**src/verilog/flash_cfg_pkg.sv**
```systemverilog
package flash_cfg_pkg;

  // command opcodes seen on the serial link
  localparam logic [7:0] OP_WRITE_ENABLE  = 8'h06;
  localparam logic [7:0] OP_WRITE_DISABLE = 8'h04;
  localparam logic [7:0] OP_WRITE_STATUS  = 8'h01;
  localparam logic [7:0] OP_WRITE_FUNC    = 8'h42;
  localparam logic [7:0] OP_SET_READ_PAR  = 8'hC0;

  // read opcodes that pick a dummy count
  localparam logic [7:0] RD_NORMAL        = 8'h03;
  localparam logic [7:0] RD_FAST          = 8'h0B;
  localparam logic [7:0] RD_FAST_DTR      = 8'h0D;
  localparam logic [7:0] RD_DUAL_OUT      = 8'h3B;
  localparam logic [7:0] RD_QUAD_OUT      = 8'h6B;
  localparam logic [7:0] RD_DUAL_IO       = 8'hBB;
  localparam logic [7:0] RD_DUAL_IO_DTR   = 8'hBD;
  localparam logic [7:0] RD_QUAD_IO       = 8'hEB;
  localparam logic [7:0] RD_QUAD_IO_DTR   = 8'hED;

  // frame lengths in serial clock edges
  localparam logic [4:0] FRAME_CMD_ONLY   = 5'h08;
  localparam logic [4:0] FRAME_CMD_DATA   = 5'h10;
  localparam logic [4:0] FRAME_CNT_MAX    = 5'h1F;

  // status byte layout
  localparam int SR_LOCK_BIT              = 7;
  localparam int SR_QE_BIT                = 6;
  localparam int SR_LVL_HI                = 5;
  localparam int SR_LVL_LO                = 2;
  localparam int SR_WEL_BIT               = 1;
  localparam int SR_BUSY_BIT              = 0;
  localparam logic [7:0] SR_RESET         = 8'h00;

  // function byte layout
  localparam int FR_ROW_LOCK_LO           = 4;
  localparam int FR_ERASE_SUSPENDED_FLAG_BIT              = 3;
  localparam int FR_PROGRAM_SUSPENDED_FLAG_BIT              = 2;
  localparam int FR_TBS_BIT               = 1;
  localparam int FR_RSVD_BIT              = 0;
  localparam logic [7:0] FR_OTP_MASK      = 8'hF2;
  localparam logic [7:0] FR_RESET         = 8'h00;

  // read parameter byte layout
  localparam logic [7:0] RP_RESET         = 8'hE0;
  localparam int RP_DRV_HI                = 7;
  localparam int RP_DRV_LO                = 5;
  localparam int RP_DMY_HI                = 4;
  localparam int RP_DMY_LO                = 3;
  localparam int RP_WRAP_BIT              = 2;
  localparam int RP_BURST_HI              = 1;
  localparam logic [2:0] DRV_RSVD_A       = 3'h0;
  localparam logic [2:0] DRV_RSVD_B       = 3'h4;
  localparam logic [6:0] BURST_MIN_BYTES  = 7'h08;

  // dummy counts, indexed by the two dummy bits
  localparam logic [15:0] DMY_QUAD_TBL    = 16'hA846;
  localparam logic [15:0] DMY_DTR_TBL     = 16'h5423;
  localparam logic [15:0] DMY_DUAL_TBL    = 16'h8844;
  localparam logic [15:0] DMY_DDTR_TBL    = 16'h4422;
  localparam logic [3:0] DMY_FIXED_8      = 4'h8;
  localparam logic [3:0] DMY_FIXED_4      = 4'h4;
  localparam logic [3:0] DMY_NONE         = 4'h0;

  // memory shape
  localparam int BLOCK_ADDR_LO            = 16;
  localparam int BLOCK_IDX_W              = 7;

  typedef enum logic [1:0] {
    OP_PROGRAM  = 2'b00,
    OP_ERASE    = 2'b01,
    OP_CHIP_ERS = 2'b10,
    OP_ROW_PROG = 2'b11
  } op_kind_e;

endpackage

```
**src/verilog/pin_sync.sv**
```systemverilog
`timescale 1ns/1ns
module pin_sync #(
  parameter logic RESET_VAL = 1'b0
) (
  input  wire logic clk,
  input  wire logic rst_n,
  input  wire logic pin,
  output logic      level_q
);

  logic s1_q;
  logic s2_q;
  logic s3_q;

  always_ff @(posedge clk or negedge rst_n) begin
    if (!rst_n) begin
      s1_q <= RESET_VAL;
      s2_q <= RESET_VAL;
      s3_q <= RESET_VAL;
    end else begin
      s1_q <= pin;
      s2_q <= s1_q;
      s3_q <= s2_q;
    end
  end

  // accept a change only once two late stages agree
  always_ff @(posedge clk or negedge rst_n) begin
    if (!rst_n) begin
      level_q <= RESET_VAL;
    end else if (s2_q == s3_q) begin
      level_q <= s3_q;
    end
  end

endmodule // pin_sync

```
**src/verilog/protect_decode.sv**
```systemverilog
`timescale 1ns/1ns
module protect_decode #(
  parameter int IDX_W = 7
) (
  input  wire logic [3:0]       level,
  input  wire logic             bottom,
  input  wire logic [IDX_W-1:0] block,
  output logic                  prot
);

  logic [IDX_W:0] count;
  logic [IDX_W:0] first_top;

  always_comb begin
    count     = (IDX_W+1)'(1) << (level[2:0] - 3'h1);
    first_top = (IDX_W+1)'(1 << IDX_W) - count;
    if (level[3]) begin
      prot = 1'b1;
    end else if (level[2:0] == 3'h0) begin
      prot = 1'b0;
    end else if (bottom) begin
      prot = {1'b0, block} < count;
    end else begin
      prot = {1'b0, block} >= first_top;
    end
  end

endmodule // protect_decode

```
**src/verilog/flash_protect_and_read_config.sv**
```systemverilog
`timescale 1ns/1ns
module flash_protect_and_read_config #(
  parameter int ADDR_W = 23
) (
  input  wire logic                        clk,
  input  wire logic                        rst_n,
  input  wire logic                        sck_pin,
  input  wire logic                        cs_n_pin,
  input  wire logic                        si_pin,
  input  wire logic                        wp_n_pin,
  input  wire logic                        hold_n_pin,
  input  wire logic                        op_valid,
  input  wire flash_cfg_pkg::op_kind_e     op_kind,
  input  wire logic [ADDR_W-1:0]           op_addr,
  input  wire logic [1:0]                  op_row,
  input  wire logic                        suspend_cmd,
  input  wire logic                        resume_cmd,
  input  wire logic                        program_active,
  input  wire logic                        erase_active,
  input  wire logic [7:0]                  read_opcode,
  input  wire logic                        read_four_wire,
  output logic [7:0]                       status_q,
  output logic [7:0]                       function_q,
  output logic [7:0]                       read_params_q,
  output logic                             wp_active_q,
  output logic                             hold_active_q,
  output logic                             quad_lines_q,
  output logic                             op_done_q,
  output logic                             op_allowed_q,
  output logic [3:0]                       dummy_cycles_q,
  output logic                             wrap_enable_q,
  output logic [6:0]                       burst_bytes_q,
  output logic                             drive_reserved_q
);

  logic                                    sck_s;
  logic                                    cs_n_s;
  logic                                    si_s;
  logic                                    wp_n_s;
  logic                                    hold_n_s;
  logic                                    sck_prev_q;
  logic                                    cs_prev_q;
  logic [15:0]                             shift_q;
  logic [4:0]                              cnt_q;
  logic                                    sck_rise;
  logic                                    frame_end;
  logic                                    cmd8;
  logic                                    cmd16;
  logic                                    hw_lock;
  logic                                    write_status_cmd_ok;
  logic                                    wrfr_ok;
  logic                                    srp_ok;
  logic                                    blk_prot;
  logic [flash_cfg_pkg::BLOCK_IDX_W-1:0]   blk_idx;
  logic [1:0]                              dmy_sel;

  pin_sync #(.RESET_VAL(1'b0)) u_sync_sck  (.clk(clk), .rst_n(rst_n), .pin(sck_pin),    .level_q(sck_s));
  pin_sync #(.RESET_VAL(1'b1)) u_sync_cs   (.clk(clk), .rst_n(rst_n), .pin(cs_n_pin),   .level_q(cs_n_s));
  pin_sync #(.RESET_VAL(1'b0)) u_sync_si   (.clk(clk), .rst_n(rst_n), .pin(si_pin),     .level_q(si_s));
  pin_sync #(.RESET_VAL(1'b1)) u_sync_wp   (.clk(clk), .rst_n(rst_n), .pin(wp_n_pin),   .level_q(wp_n_s));
  pin_sync #(.RESET_VAL(1'b1)) u_sync_hold (.clk(clk), .rst_n(rst_n), .pin(hold_n_pin), .level_q(hold_n_s));

  // serial framing: mode 0, data sampled on rising sck
  assign sck_rise  = sck_s & ~sck_prev_q;
  assign frame_end = cs_n_s & ~cs_prev_q;
  assign cmd8      = frame_end && (cnt_q == flash_cfg_pkg::FRAME_CMD_ONLY);
  assign cmd16     = frame_end && (cnt_q == flash_cfg_pkg::FRAME_CMD_DATA);

  always_ff @(posedge clk or negedge rst_n) begin
    if (!rst_n) begin
      sck_prev_q <= 1'b0;
      cs_prev_q  <= 1'b1;
    end else begin
      sck_prev_q <= sck_s;
      cs_prev_q  <= cs_n_s;
    end
  end

  // counter saturates so over-long frames are never mistaken for valid ones
  always_ff @(posedge clk or negedge rst_n) begin
    if (!rst_n) begin
      shift_q <= 16'h0000;
      cnt_q   <= 5'h00;
    end else if (frame_end || cs_n_s) begin
      cnt_q   <= 5'h00;
    end else if (sck_rise) begin
      shift_q <= {shift_q[14:0], si_s};
      if (cnt_q != flash_cfg_pkg::FRAME_CNT_MAX) begin
        cnt_q <= cnt_q + 5'h01;
      end
    end
  end

  // write-protect only means something while the pin is not a data line
  assign hw_lock = status_q[flash_cfg_pkg::SR_LOCK_BIT] & wp_active_q;
  assign write_status_cmd_ok = cmd16 && (shift_q[15:8] == flash_cfg_pkg::OP_WRITE_STATUS)
                   && status_q[flash_cfg_pkg::SR_WEL_BIT] && !hw_lock;
  assign wrfr_ok = cmd16 && (shift_q[15:8] == flash_cfg_pkg::OP_WRITE_FUNC)
                   && status_q[flash_cfg_pkg::SR_WEL_BIT];
  assign srp_ok  = cmd16 && (shift_q[15:8] == flash_cfg_pkg::OP_SET_READ_PAR);

  always_ff @(posedge clk or negedge rst_n) begin
    if (!rst_n) begin
      status_q <= flash_cfg_pkg::SR_RESET;
    end else begin
      if (write_status_cmd_ok) begin
        status_q[flash_cfg_pkg::SR_LOCK_BIT:flash_cfg_pkg::SR_LVL_LO] <=
          shift_q[flash_cfg_pkg::SR_LOCK_BIT:flash_cfg_pkg::SR_LVL_LO];
      end
      if (cmd8 && shift_q[7:0] == flash_cfg_pkg::OP_WRITE_ENABLE) begin
        status_q[flash_cfg_pkg::SR_WEL_BIT] <= 1'b1;
      end else if ((cmd8 && shift_q[7:0] == flash_cfg_pkg::OP_WRITE_DISABLE) || write_status_cmd_ok || wrfr_ok) begin
        status_q[flash_cfg_pkg::SR_WEL_BIT] <= 1'b0;
      end
      status_q[flash_cfg_pkg::SR_BUSY_BIT] <= 1'b0;
    end
  end

  // function byte: one-time bits only ever OR in, suspend flags set over clear
  always_ff @(posedge clk or negedge rst_n) begin
    if (!rst_n) begin
      function_q <= flash_cfg_pkg::FR_RESET;
    end else begin
      if (wrfr_ok) begin
        function_q[7:flash_cfg_pkg::FR_ROW_LOCK_LO] <= function_q[7:flash_cfg_pkg::FR_ROW_LOCK_LO]
          | shift_q[7:flash_cfg_pkg::FR_ROW_LOCK_LO];
        function_q[flash_cfg_pkg::FR_TBS_BIT] <= function_q[flash_cfg_pkg::FR_TBS_BIT]
          | shift_q[flash_cfg_pkg::FR_TBS_BIT];
      end
      if (suspend_cmd && program_active) begin
        function_q[flash_cfg_pkg::FR_PROGRAM_SUSPENDED_FLAG_BIT] <= 1'b1;
      end else if (resume_cmd) begin
        function_q[flash_cfg_pkg::FR_PROGRAM_SUSPENDED_FLAG_BIT] <= 1'b0;
      end
      if (suspend_cmd && erase_active) begin
        function_q[flash_cfg_pkg::FR_ERASE_SUSPENDED_FLAG_BIT] <= 1'b1;
      end else if (resume_cmd) begin
        function_q[flash_cfg_pkg::FR_ERASE_SUSPENDED_FLAG_BIT] <= 1'b0;
      end
      function_q[flash_cfg_pkg::FR_RSVD_BIT] <= 1'b0;
    end
  end

  always_ff @(posedge clk or negedge rst_n) begin
    if (!rst_n) begin
      read_params_q <= flash_cfg_pkg::RP_RESET;
    end else if (srp_ok) begin
      read_params_q <= shift_q[7:0];
    end
  end

  // pin roles follow quad-enable
  always_ff @(posedge clk or negedge rst_n) begin
    if (!rst_n) begin
      wp_active_q   <= 1'b0;
      hold_active_q <= 1'b0;
      quad_lines_q  <= 1'b0;
    end else begin
      wp_active_q   <= !status_q[flash_cfg_pkg::SR_QE_BIT] && !wp_n_s;
      hold_active_q <= !status_q[flash_cfg_pkg::SR_QE_BIT] && !hold_n_s;
      quad_lines_q  <= status_q[flash_cfg_pkg::SR_QE_BIT];
    end
  end

  assign blk_idx = op_addr[flash_cfg_pkg::BLOCK_ADDR_LO +: flash_cfg_pkg::BLOCK_IDX_W];

  protect_decode #(.IDX_W(flash_cfg_pkg::BLOCK_IDX_W)) u_prot (
    .level  (status_q[flash_cfg_pkg::SR_LVL_HI:flash_cfg_pkg::SR_LVL_LO]),
    .bottom (function_q[flash_cfg_pkg::FR_TBS_BIT]),
    .block  (blk_idx),
    .prot   (blk_prot)
  );

  // one verdict per request, a cycle later
  always_ff @(posedge clk or negedge rst_n) begin
    if (!rst_n) begin
      op_done_q    <= 1'b0;
      op_allowed_q <= 1'b0;
    end else begin
      op_done_q <= op_valid;
      case (op_kind)
        flash_cfg_pkg::OP_PROGRAM,
        flash_cfg_pkg::OP_ERASE: begin
          op_allowed_q <= op_valid && !blk_prot;
        end
        flash_cfg_pkg::OP_CHIP_ERS: begin
          op_allowed_q <= op_valid
            && (status_q[flash_cfg_pkg::SR_LVL_HI:flash_cfg_pkg::SR_LVL_LO] == 4'h0);
        end
        flash_cfg_pkg::OP_ROW_PROG: begin
          op_allowed_q <= op_valid && !function_q[flash_cfg_pkg::FR_ROW_LOCK_LO + 32'(op_row)];
        end
        default: begin
          op_allowed_q <= 1'b0;
        end
      endcase
    end
  end

  // counts already cover the mode-bit cycles, nothing is added
  assign dmy_sel = read_params_q[flash_cfg_pkg::RP_DMY_HI:flash_cfg_pkg::RP_DMY_LO];

  always_ff @(posedge clk or negedge rst_n) begin
    if (!rst_n) begin
      dummy_cycles_q <= flash_cfg_pkg::DMY_NONE;
    end else begin
      case (read_opcode)
        flash_cfg_pkg::RD_QUAD_IO: begin
          dummy_cycles_q <= flash_cfg_pkg::DMY_QUAD_TBL[dmy_sel*4 +: 4];
        end
        flash_cfg_pkg::RD_FAST: begin
          dummy_cycles_q <= read_four_wire ? flash_cfg_pkg::DMY_QUAD_TBL[dmy_sel*4 +: 4]
                                           : flash_cfg_pkg::DMY_FIXED_8;
        end
        flash_cfg_pkg::RD_QUAD_IO_DTR: begin
          dummy_cycles_q <= flash_cfg_pkg::DMY_DTR_TBL[dmy_sel*4 +: 4];
        end
        flash_cfg_pkg::RD_FAST_DTR: begin
          dummy_cycles_q <= read_four_wire ? flash_cfg_pkg::DMY_DTR_TBL[dmy_sel*4 +: 4]
                                           : flash_cfg_pkg::DMY_FIXED_4;
        end
        flash_cfg_pkg::RD_DUAL_IO: begin
          dummy_cycles_q <= flash_cfg_pkg::DMY_DUAL_TBL[dmy_sel*4 +: 4];
        end
        flash_cfg_pkg::RD_DUAL_IO_DTR: begin
          dummy_cycles_q <= flash_cfg_pkg::DMY_DDTR_TBL[dmy_sel*4 +: 4];
        end
        flash_cfg_pkg::RD_DUAL_OUT,
        flash_cfg_pkg::RD_QUAD_OUT: begin
          dummy_cycles_q <= flash_cfg_pkg::DMY_FIXED_8;
        end
        default: begin
          dummy_cycles_q <= flash_cfg_pkg::DMY_NONE;
        end
      endcase
    end
  end

  always_ff @(posedge clk or negedge rst_n) begin
    if (!rst_n) begin
      wrap_enable_q    <= 1'b0;
      burst_bytes_q    <= flash_cfg_pkg::BURST_MIN_BYTES;
      drive_reserved_q <= 1'b0;
    end else begin
      wrap_enable_q    <= read_params_q[flash_cfg_pkg::RP_WRAP_BIT];
      burst_bytes_q    <= flash_cfg_pkg::BURST_MIN_BYTES
                          << read_params_q[flash_cfg_pkg::RP_BURST_HI:0];
      drive_reserved_q <= (read_params_q[flash_cfg_pkg::RP_DRV_HI:flash_cfg_pkg::RP_DRV_LO]
                             == flash_cfg_pkg::DRV_RSVD_A)
                          || (read_params_q[flash_cfg_pkg::RP_DRV_HI:flash_cfg_pkg::RP_DRV_LO]
                             == flash_cfg_pkg::DRV_RSVD_B);
    end
  end
endmodule // flash_protect_and_read_config

```
**config.mk**
```make
export PLATFORM = sky130hd
export DESIGN_NAME = flash_protect_and_read_config
export DESIGN_NICKNAME = d
export VERILOG_FILES = /design/src/verilog/flash_cfg_pkg.sv /design/src/verilog/pin_sync.sv /design/src/verilog/protect_decode.sv /design/src/verilog/flash_protect_and_read_config.sv
export SDC_FILE = /design/constraint.sdc
export NUM_CORES = 1
export LEC_CHECK = 0
export ABC_AREA = 0
export BUFFER_PORTS_ARGS = -buffer_cell sky130_fd_sc_hd__buf_4
export CELL_PAD_IN_SITES_DETAIL_PLACEMENT = 1
export CELL_PAD_IN_SITES_GLOBAL_PLACEMENT = 2
export CORE_MARGIN = 10
export CORE_UTILIZATION = 30
export CTS_BUF_LIST = sky130_fd_sc_hd__clkbuf_8
export DETAILED_ROUTE_END_ITERATION = 12
export GPL_ROUTABILITY_DRIVEN = 0
export PLACE_DENSITY = 0.74
export SLEW_MARGIN = 20
export SYNTH_ARGS = -nofsm -noshare
export SYNTH_HDL_FRONTEND = slang
export SYNTH_SLANG_ARGS = --single-unit
```
**constraint.sdc**
```tcl
create_clock -name clk -period 3.2 [get_ports clk]
set_input_delay 0.16 -clock clk [delete_from_list [all_inputs] [get_ports clk]]
set_output_delay 0.16 -clock clk [all_outputs]
set_load 0.05 [all_outputs]
```
**Word-level counts from Yosys, hierarchy flattened**

Cells that the tools add are included.

- Bitwise logic cells: 8
- Shift-type cells: 6
- $mul: 0
- Div/mod/pow operators: 0
- Reduce and logical (&&, ||, !) cells: 40
- Multiplexer cells: 17
- Eq/ne operators: 25
- Add/sub/neg operators: 4
- Order comparisons: 3

Operators by type and width:

| cell | count |
|---|---|
| variable part select 16 x 5 -> 4 bit (first input constant) | 4 |
| equality test 8 bit (second input constant) | 5 |
| one-hot mux 4 bit (7 select lines) | 1 |
| logical AND 1 bit | 17 |
| equality test 8 x 3 -> 1 bit (second input constant) | 2 |
| equality test 8 x 4 -> 1 bit (second input constant) | 2 |
| equality test 8 x 7 -> 1 bit (second input constant) | 2 |
| two-way mux 5 bit | 3 |
| nonzero test 2 bit | 5 |
| two-way mux 1 bit | 9 |
| equality test 8 x 1 -> 1 bit (second input constant) | 1 |
| equality test 8 x 6 -> 1 bit (second input constant) | 1 |
| >= comparator 7 x 8 -> 1 bit | 1 |
| < comparator 7 x 8 -> 1 bit | 1 |
| two-way mux 4 bit | 2 |
| left shift 1 x 3 -> 8 bit (first input constant) | 1 |
| subtractor 8 bit (first input constant) | 1 |
| left shift 4 x 2 -> 7 bit (first input constant) | 1 |
| zero test 1 bit | 6 |
| zero test 3 bit | 2 |
| adder 5 x 1 -> 5 bit (second input constant) | 1 |
| equality test 1 bit | 5 |
| equality test 5 x 4 -> 1 bit (second input constant) | 1 |
| equality test 5 bit (second input constant) | 1 |
| 18 further kinds | 28 |

- Memory bits (writable): 0
- Bits in latches: 0
- Word-level logic and storage cells: 142
- Register bits: 83
- Memories: 0
- Bits in read-only memories: 0
- Output and inout port bits: 42

**Depth between registers and ports, before layout**

- Depth after elaboration: 10
- Mapped depth: 13
- Gate-level depth less buffers: 13

**By module**

A second synthesis with hierarchy kept.

- Cell total of the unflattened synthesis: 294
- Area total of the unflattened synthesis: 3,753.6 um^2

Modules (own cells, without submodules):

| module | seq. area each (um^2) | area each (um^2) | cells an instance | times used |
|---|---|---|---|---|
| flash_protect_and_read_config | 1,507.7 | 2,625.0 | 203 | 1 |
| protect_decode | 0.0 | 556.8 | 66 | 1 |
| pin_sync at u_sync_cs ... | 105.1 | 116.4 | 5 | 3 |
| pin_sync at u_sync_sck ... | 100.1 | 111.4 | 5 | 2 |

**Least setup slack after synthesis**

Ideal clock, no wire load.

- Path kind: register -> register
- From: reg status_q[3]
- To: reg op_allowed_q
- Buffers on the path: 0
- Arrival: 2.844 ns
- Slack: 0.268 ns
- Cell stages (with the launch flop): 13
- Data required time: 3.112 ns
- Setup time: 0.088 ns
- Cells stage by stage: dfrtp_1 -> nor2_1 -> ha_1 -> nand2_1 -> or2_2 -> ha_1 -> nor2b_1 -> mux2i_1 -> ha_1 -> a211oi_1 -> and3_1 -> o21ai_0 -> a41oi_1

- Cells in the longest elaborated chain, start to end: 10

RTL lines:

| item | line | source |
|---|---|---|
| start: declaration | flash_protect_and_read_config.sv:22 | `output logic [7:0] status_q,` |
| start signal: assignment | flash_protect_and_read_config.sv:104 | `status_q <= flash_cfg_pkg::SR_RESET;` |
| start signal: indexed assignment | flash_protect_and_read_config.sv:107 | `status_q[flash_cfg_pkg::SR_LOCK_BIT:flash_cfg_pkg::SR_LVL_LO] <=` |
| subtractor 3 x 1 -> 3 bit | protect_decode.sv:15 | `count = (IDX_W+1)'(1) << (level[2:0] - 3'h1);` |
| left shift 1 x 3 -> 8 bit | protect_decode.sv:15 |  |
| subtractor 8 bit | protect_decode.sv:16 | `first_top = (IDX_W+1)'(1 << IDX_W) - count;` |
| >= comparator 7 x 8 -> 1 bit | protect_decode.sv:24 | `prot = {1'b0, block} >= first_top;` |
| two-way mux 1 bit | protect_decode.sv:21 | `end else if (bottom) begin` |
| two-way mux 1 bit | protect_decode.sv:19 | `end else if (level[2:0] == 3'h0) begin` |
| two-way mux 1 bit | protect_decode.sv:17 | `if (level[3]) begin` |
| zero test 1 bit | flash_protect_and_read_config.sv:184 | `op_allowed_q <= op_valid && !blk_prot;` |
| logical AND 1 bit | flash_protect_and_read_config.sv:184 |  |
| one-hot mux 1 bit (3 select lines) * | flash_protect_and_read_config.sv:181 | `case (op_kind)` |
| end signal: assignment | flash_protect_and_read_config.sv:184 |  |
| end signal: assignment | flash_protect_and_read_config.sv:187 | `op_allowed_q <= op_valid` |
| end signal: assignment | flash_protect_and_read_config.sv:191 | `op_allowed_q <= op_valid && !function_q[flash_cfg_pkg::FR_ROW_LOCK_LO + 32'(op_row)];` |
| end: declaration | flash_protect_and_read_config.sv:29 | `output logic op_allowed_q,` |

Every way passes the cells marked *; elsewhere a longest branch is shown, timed or not.
A chain may end at the register's enable or synchronous reset.

**Final worst setup path**

Same ends and word-level chain as after synthesis.

==> impl_results.md <==
* Status: completed
* Synth area leaders: dfrtp_1, dfstp_2, mux2_2
* WP depth at 12
* Clock share of power at 0.386
* Die W at ~130 um
* Reg clk slew, reported paths at 90 ps
* Syn. warnings at 0
* Layout Cells excl Fill at 550
* Diode count at 0
* Switching portion of total power at 0.261
* Max-Cap Viols at 0
* Leak at 2.25 nW
* CP max stage cell: dfrtp_1
* Vias at 2556
* Hold/Removal Path Class: input port to flop
* DRT antenna net count at 0
* Main synth FF type: dfrtp_1
* Clk_skew at 9.22 ps
* Worst path arrival time at 3050 ps
* Placed Area at 4420 sq um
* Final Critical Period at ~2800 ps
* Clk root buf: clkbuf_8
* Antenna violations before repair at 0
* Total grt overflow at 0
* RSZ-0062 raised after global routing: no
* Vias in the first global route at between 2000 and 3000
* Period utilization at 0.872
* Synth Register Bits at 80
* First DRT Iteration DRCs at 94
* Synth top area share at 0.423
* Vert. Die Dim at between 100 and 150 um
* Final setup TNS at 0 ps
* Sequential power share at 0.505
* Worst hold stages at 3
* FF+latch area at 2020 sq um
* Post-synthesis cell type count at 55
* CP Capture Type: flop
* Clk buf depth at 2
* # hold bufs at CTS at 7
* CP max stage delay at 380 ps
* Area of the multi-input gates at 1590 sq um
* Vias per inst at 4.65
* Mapped Area at 3720 sq um
* Post-synth top area cell: dfrtp_1
* CP max FO at 5
* Starting density of the core at 0.309
* CTS Sinks at 80
* Power per standard cell area at approximately 500 nW/um^2
* Final hold viol count at 0
* Post-synth EDFFs at 0
* Share of total power in combinational logic at 0.109
* Buf+Inv Stages, Crit Path at 0
* Clk_lat worst skew at roughly 350 ps
* Placed Cells at ~530
* Peak supply drop at 192 uV
* Pre-antenna DRT Iters at 4
* Startpoint types: flop
* Final wirelength at 8.35 mm
* Crit path cell chain: nor2_1 > ha_1 > nand2_1 > or2_2 > ha_1 > nor2b_1 > mux2i_1 > ha_1 > a211oi_1 > and3_1 > o21ai_0 > a41oi_1
* Mean Syn Cell Area at 12.7 sq um
* Critical Path Most Common Cell: ha_1
* Max Transition Viols Final at 0
* P_int at about 1.8 mW
* Final Net Count at 447
* First-pass GRT wire length at 14.4 mm
* Commonest cells after routing, fill and taps aside: buf_4, dfrtp_1, mux2_2, ha_1
* Wire per inst at approximately 15 um
* Actual slew at the worst max-slew pin at 817 ps
* Crit Path Class: flop to flop
* Max_slew headroom at 0.454
* CTS tree: yes
* Post-CTS Resized at 0
* Post-CTS Setup Repair Bufs at 0
* # setup viols final at 0
* Core ar. at 12100 sq um
* Synthesis-to-finish area growth at 27.6%
* Async S/R FF share, synth at 1.00
* R2r worst-path depth at 12
* Fmax achieved at 359 MHz
* FILL cells at 1312
* Die ar. at 17300 sq um
* Psw at 0.621 mW
* Cts bufs inserted at 9
* Detailed Place HPWL at 6.25 mm
* Drc violations at 0
* Number of placement rows at 40
* Critical Path RT at 3460 ps
* Largest delay contributor family on the critical path: simple AND/OR/NAND/NOR gates
* Most common cell after layout, fill and taps aside: buf_4
* Seq/Total Area, Yosys at 0.543
* H-tree levels at 3
* GRT Util Overall at 0.0994
* Largest net degree at the start of global routing at 81
* # IOs at 90
* Cell count after synthesis at ~290
* Hold Slack at 22.2 ps
* IO Port Bufs at 68
* Finished Cell Area at 4750 sq um
* Layout cells sized above 1 at 0.380
[tightest hold or removal path, delay by kind of cell]
kind | cells | cell delay [ps]
compound gates | 1 | 60
buf+inv | 1 | 80
simple gates | 1 | 40
[Yosys cell counts (2+ instances only)]
| library cell | n |
|---|---|
| nor3b_1 | 2 |
| inv_1 | 15 |
| mux2_2 | 30 |
| nor2_1 | 17 |
| dfrtp_1 | 63 |
| clkbuf_1 | 2 |
| a21o_1 | 7 |
| buf_4 | 6 |
| and3_1 | 3 |
| nand4b_1 | 3 |
| a21oi_1 | 9 |
| dfstp_2 | 17 |
| o21ai_0 | 7 |
| nor3_1 | 3 |
| mux2i_1 | 3 |
| ha_1 | 22 |
| and4_1 | 2 |
| nand3_1 | 5 |
| nand2b_1 | 5 |
| nor2b_1 | 7 |
| xnor2_1 | 2 |
| nand4_1 | 5 |
| maj3_1 | 6 |
| nand2_1 | 10 |
| nand3b_1 | 3 |
| xor2_1 | 8 |
| buf_2 | 2 |
| a211oi_1 | 3 |
[power groups by stage]
stage	combinational, mW	sequential [mW]	clock (mW)
floorplan	0.148	1.20	0
CTS	0.264	1.20	0.958
global placement	0.246	1.22	0
detailed placement	0.255	1.22	0
global route	0.290	1.22	1.00
finish	0.259	1.20	0.919
[metal layers]
layer	global-route usage	routed length [um]	share of wire
met1	0.127	3930	0.47
met4	0.0334	122	0.015
met5	0	0	0
met2	0.157	3900	0.47
met3	0.0282	392	0.047
[flip-flops by register name, indices dropped and copies added, names as in the netlist, 4 cells and up]
name	count
burst_bytes_q	4
shift_q	16
read_params_q	8
dummy_cycles_q	4
function_q	7
cnt_q	5
status_q	7
[per-stage QoR]
step | setup slack, ps | utilization | total power [mW]
floorplan | 268 | - | 1.35
global placement | 422 | 0.366 | 1.46
detailed placement | 413 | 0.366 | 1.48
CTS | 364 | 0.393 | 2.43
global route | 46.4 | 0.394 | 2.51
finish | 411 | 0.394 | 2.38
[final timing paths]
kind | startpoint | endpoint | slack (ps)
worst max-delay path | status_q[3] | op_allowed_q | 410
worst min-delay path | erase_active | function_q[3] | 20
worst max register to register | status_q[3] | op_allowed_q | 410
worst min register to register | u_sync_cs.s1_q | u_sync_cs.s2_q | 360
max in group asynchronous | rst_n | drive_reserved_q | 2280
min in group asynchronous | rst_n | cnt_q[2] | 390
[cell type report]
cell class	count	area share
Multi-Input combinational cell	192	0.335
Clock buffer	9	0.0261
Sequential cell	80	0.426
Timing Repair Buffer	79	0.130
Clock inverter	7	0.0266
Tap cell	168	0.0443
Inverter	15	0.0119
[logic make-up (layout without fill, tap and decap cells)]
family | Yosys count | in the layout | synth area share
other | 1 | 5 | 0.00101
adder cells (fa/ha/maj) | 28 | 28 | 0.0901
AND/OR/NAND/NOR | 78 | 78 | 0.138
AO/OA/AOI/OAI | 37 | 37 | 0.0665
multiplexers | 34 | 34 | 0.105
XOR/XNOR | 10 | 10 | 0.0235
flip-flops | 80 | 80 | 0.543
buffers and inverters | 26 | 110 | 0.0329
No activity file was read; power rests on OpenSTA's default activity.
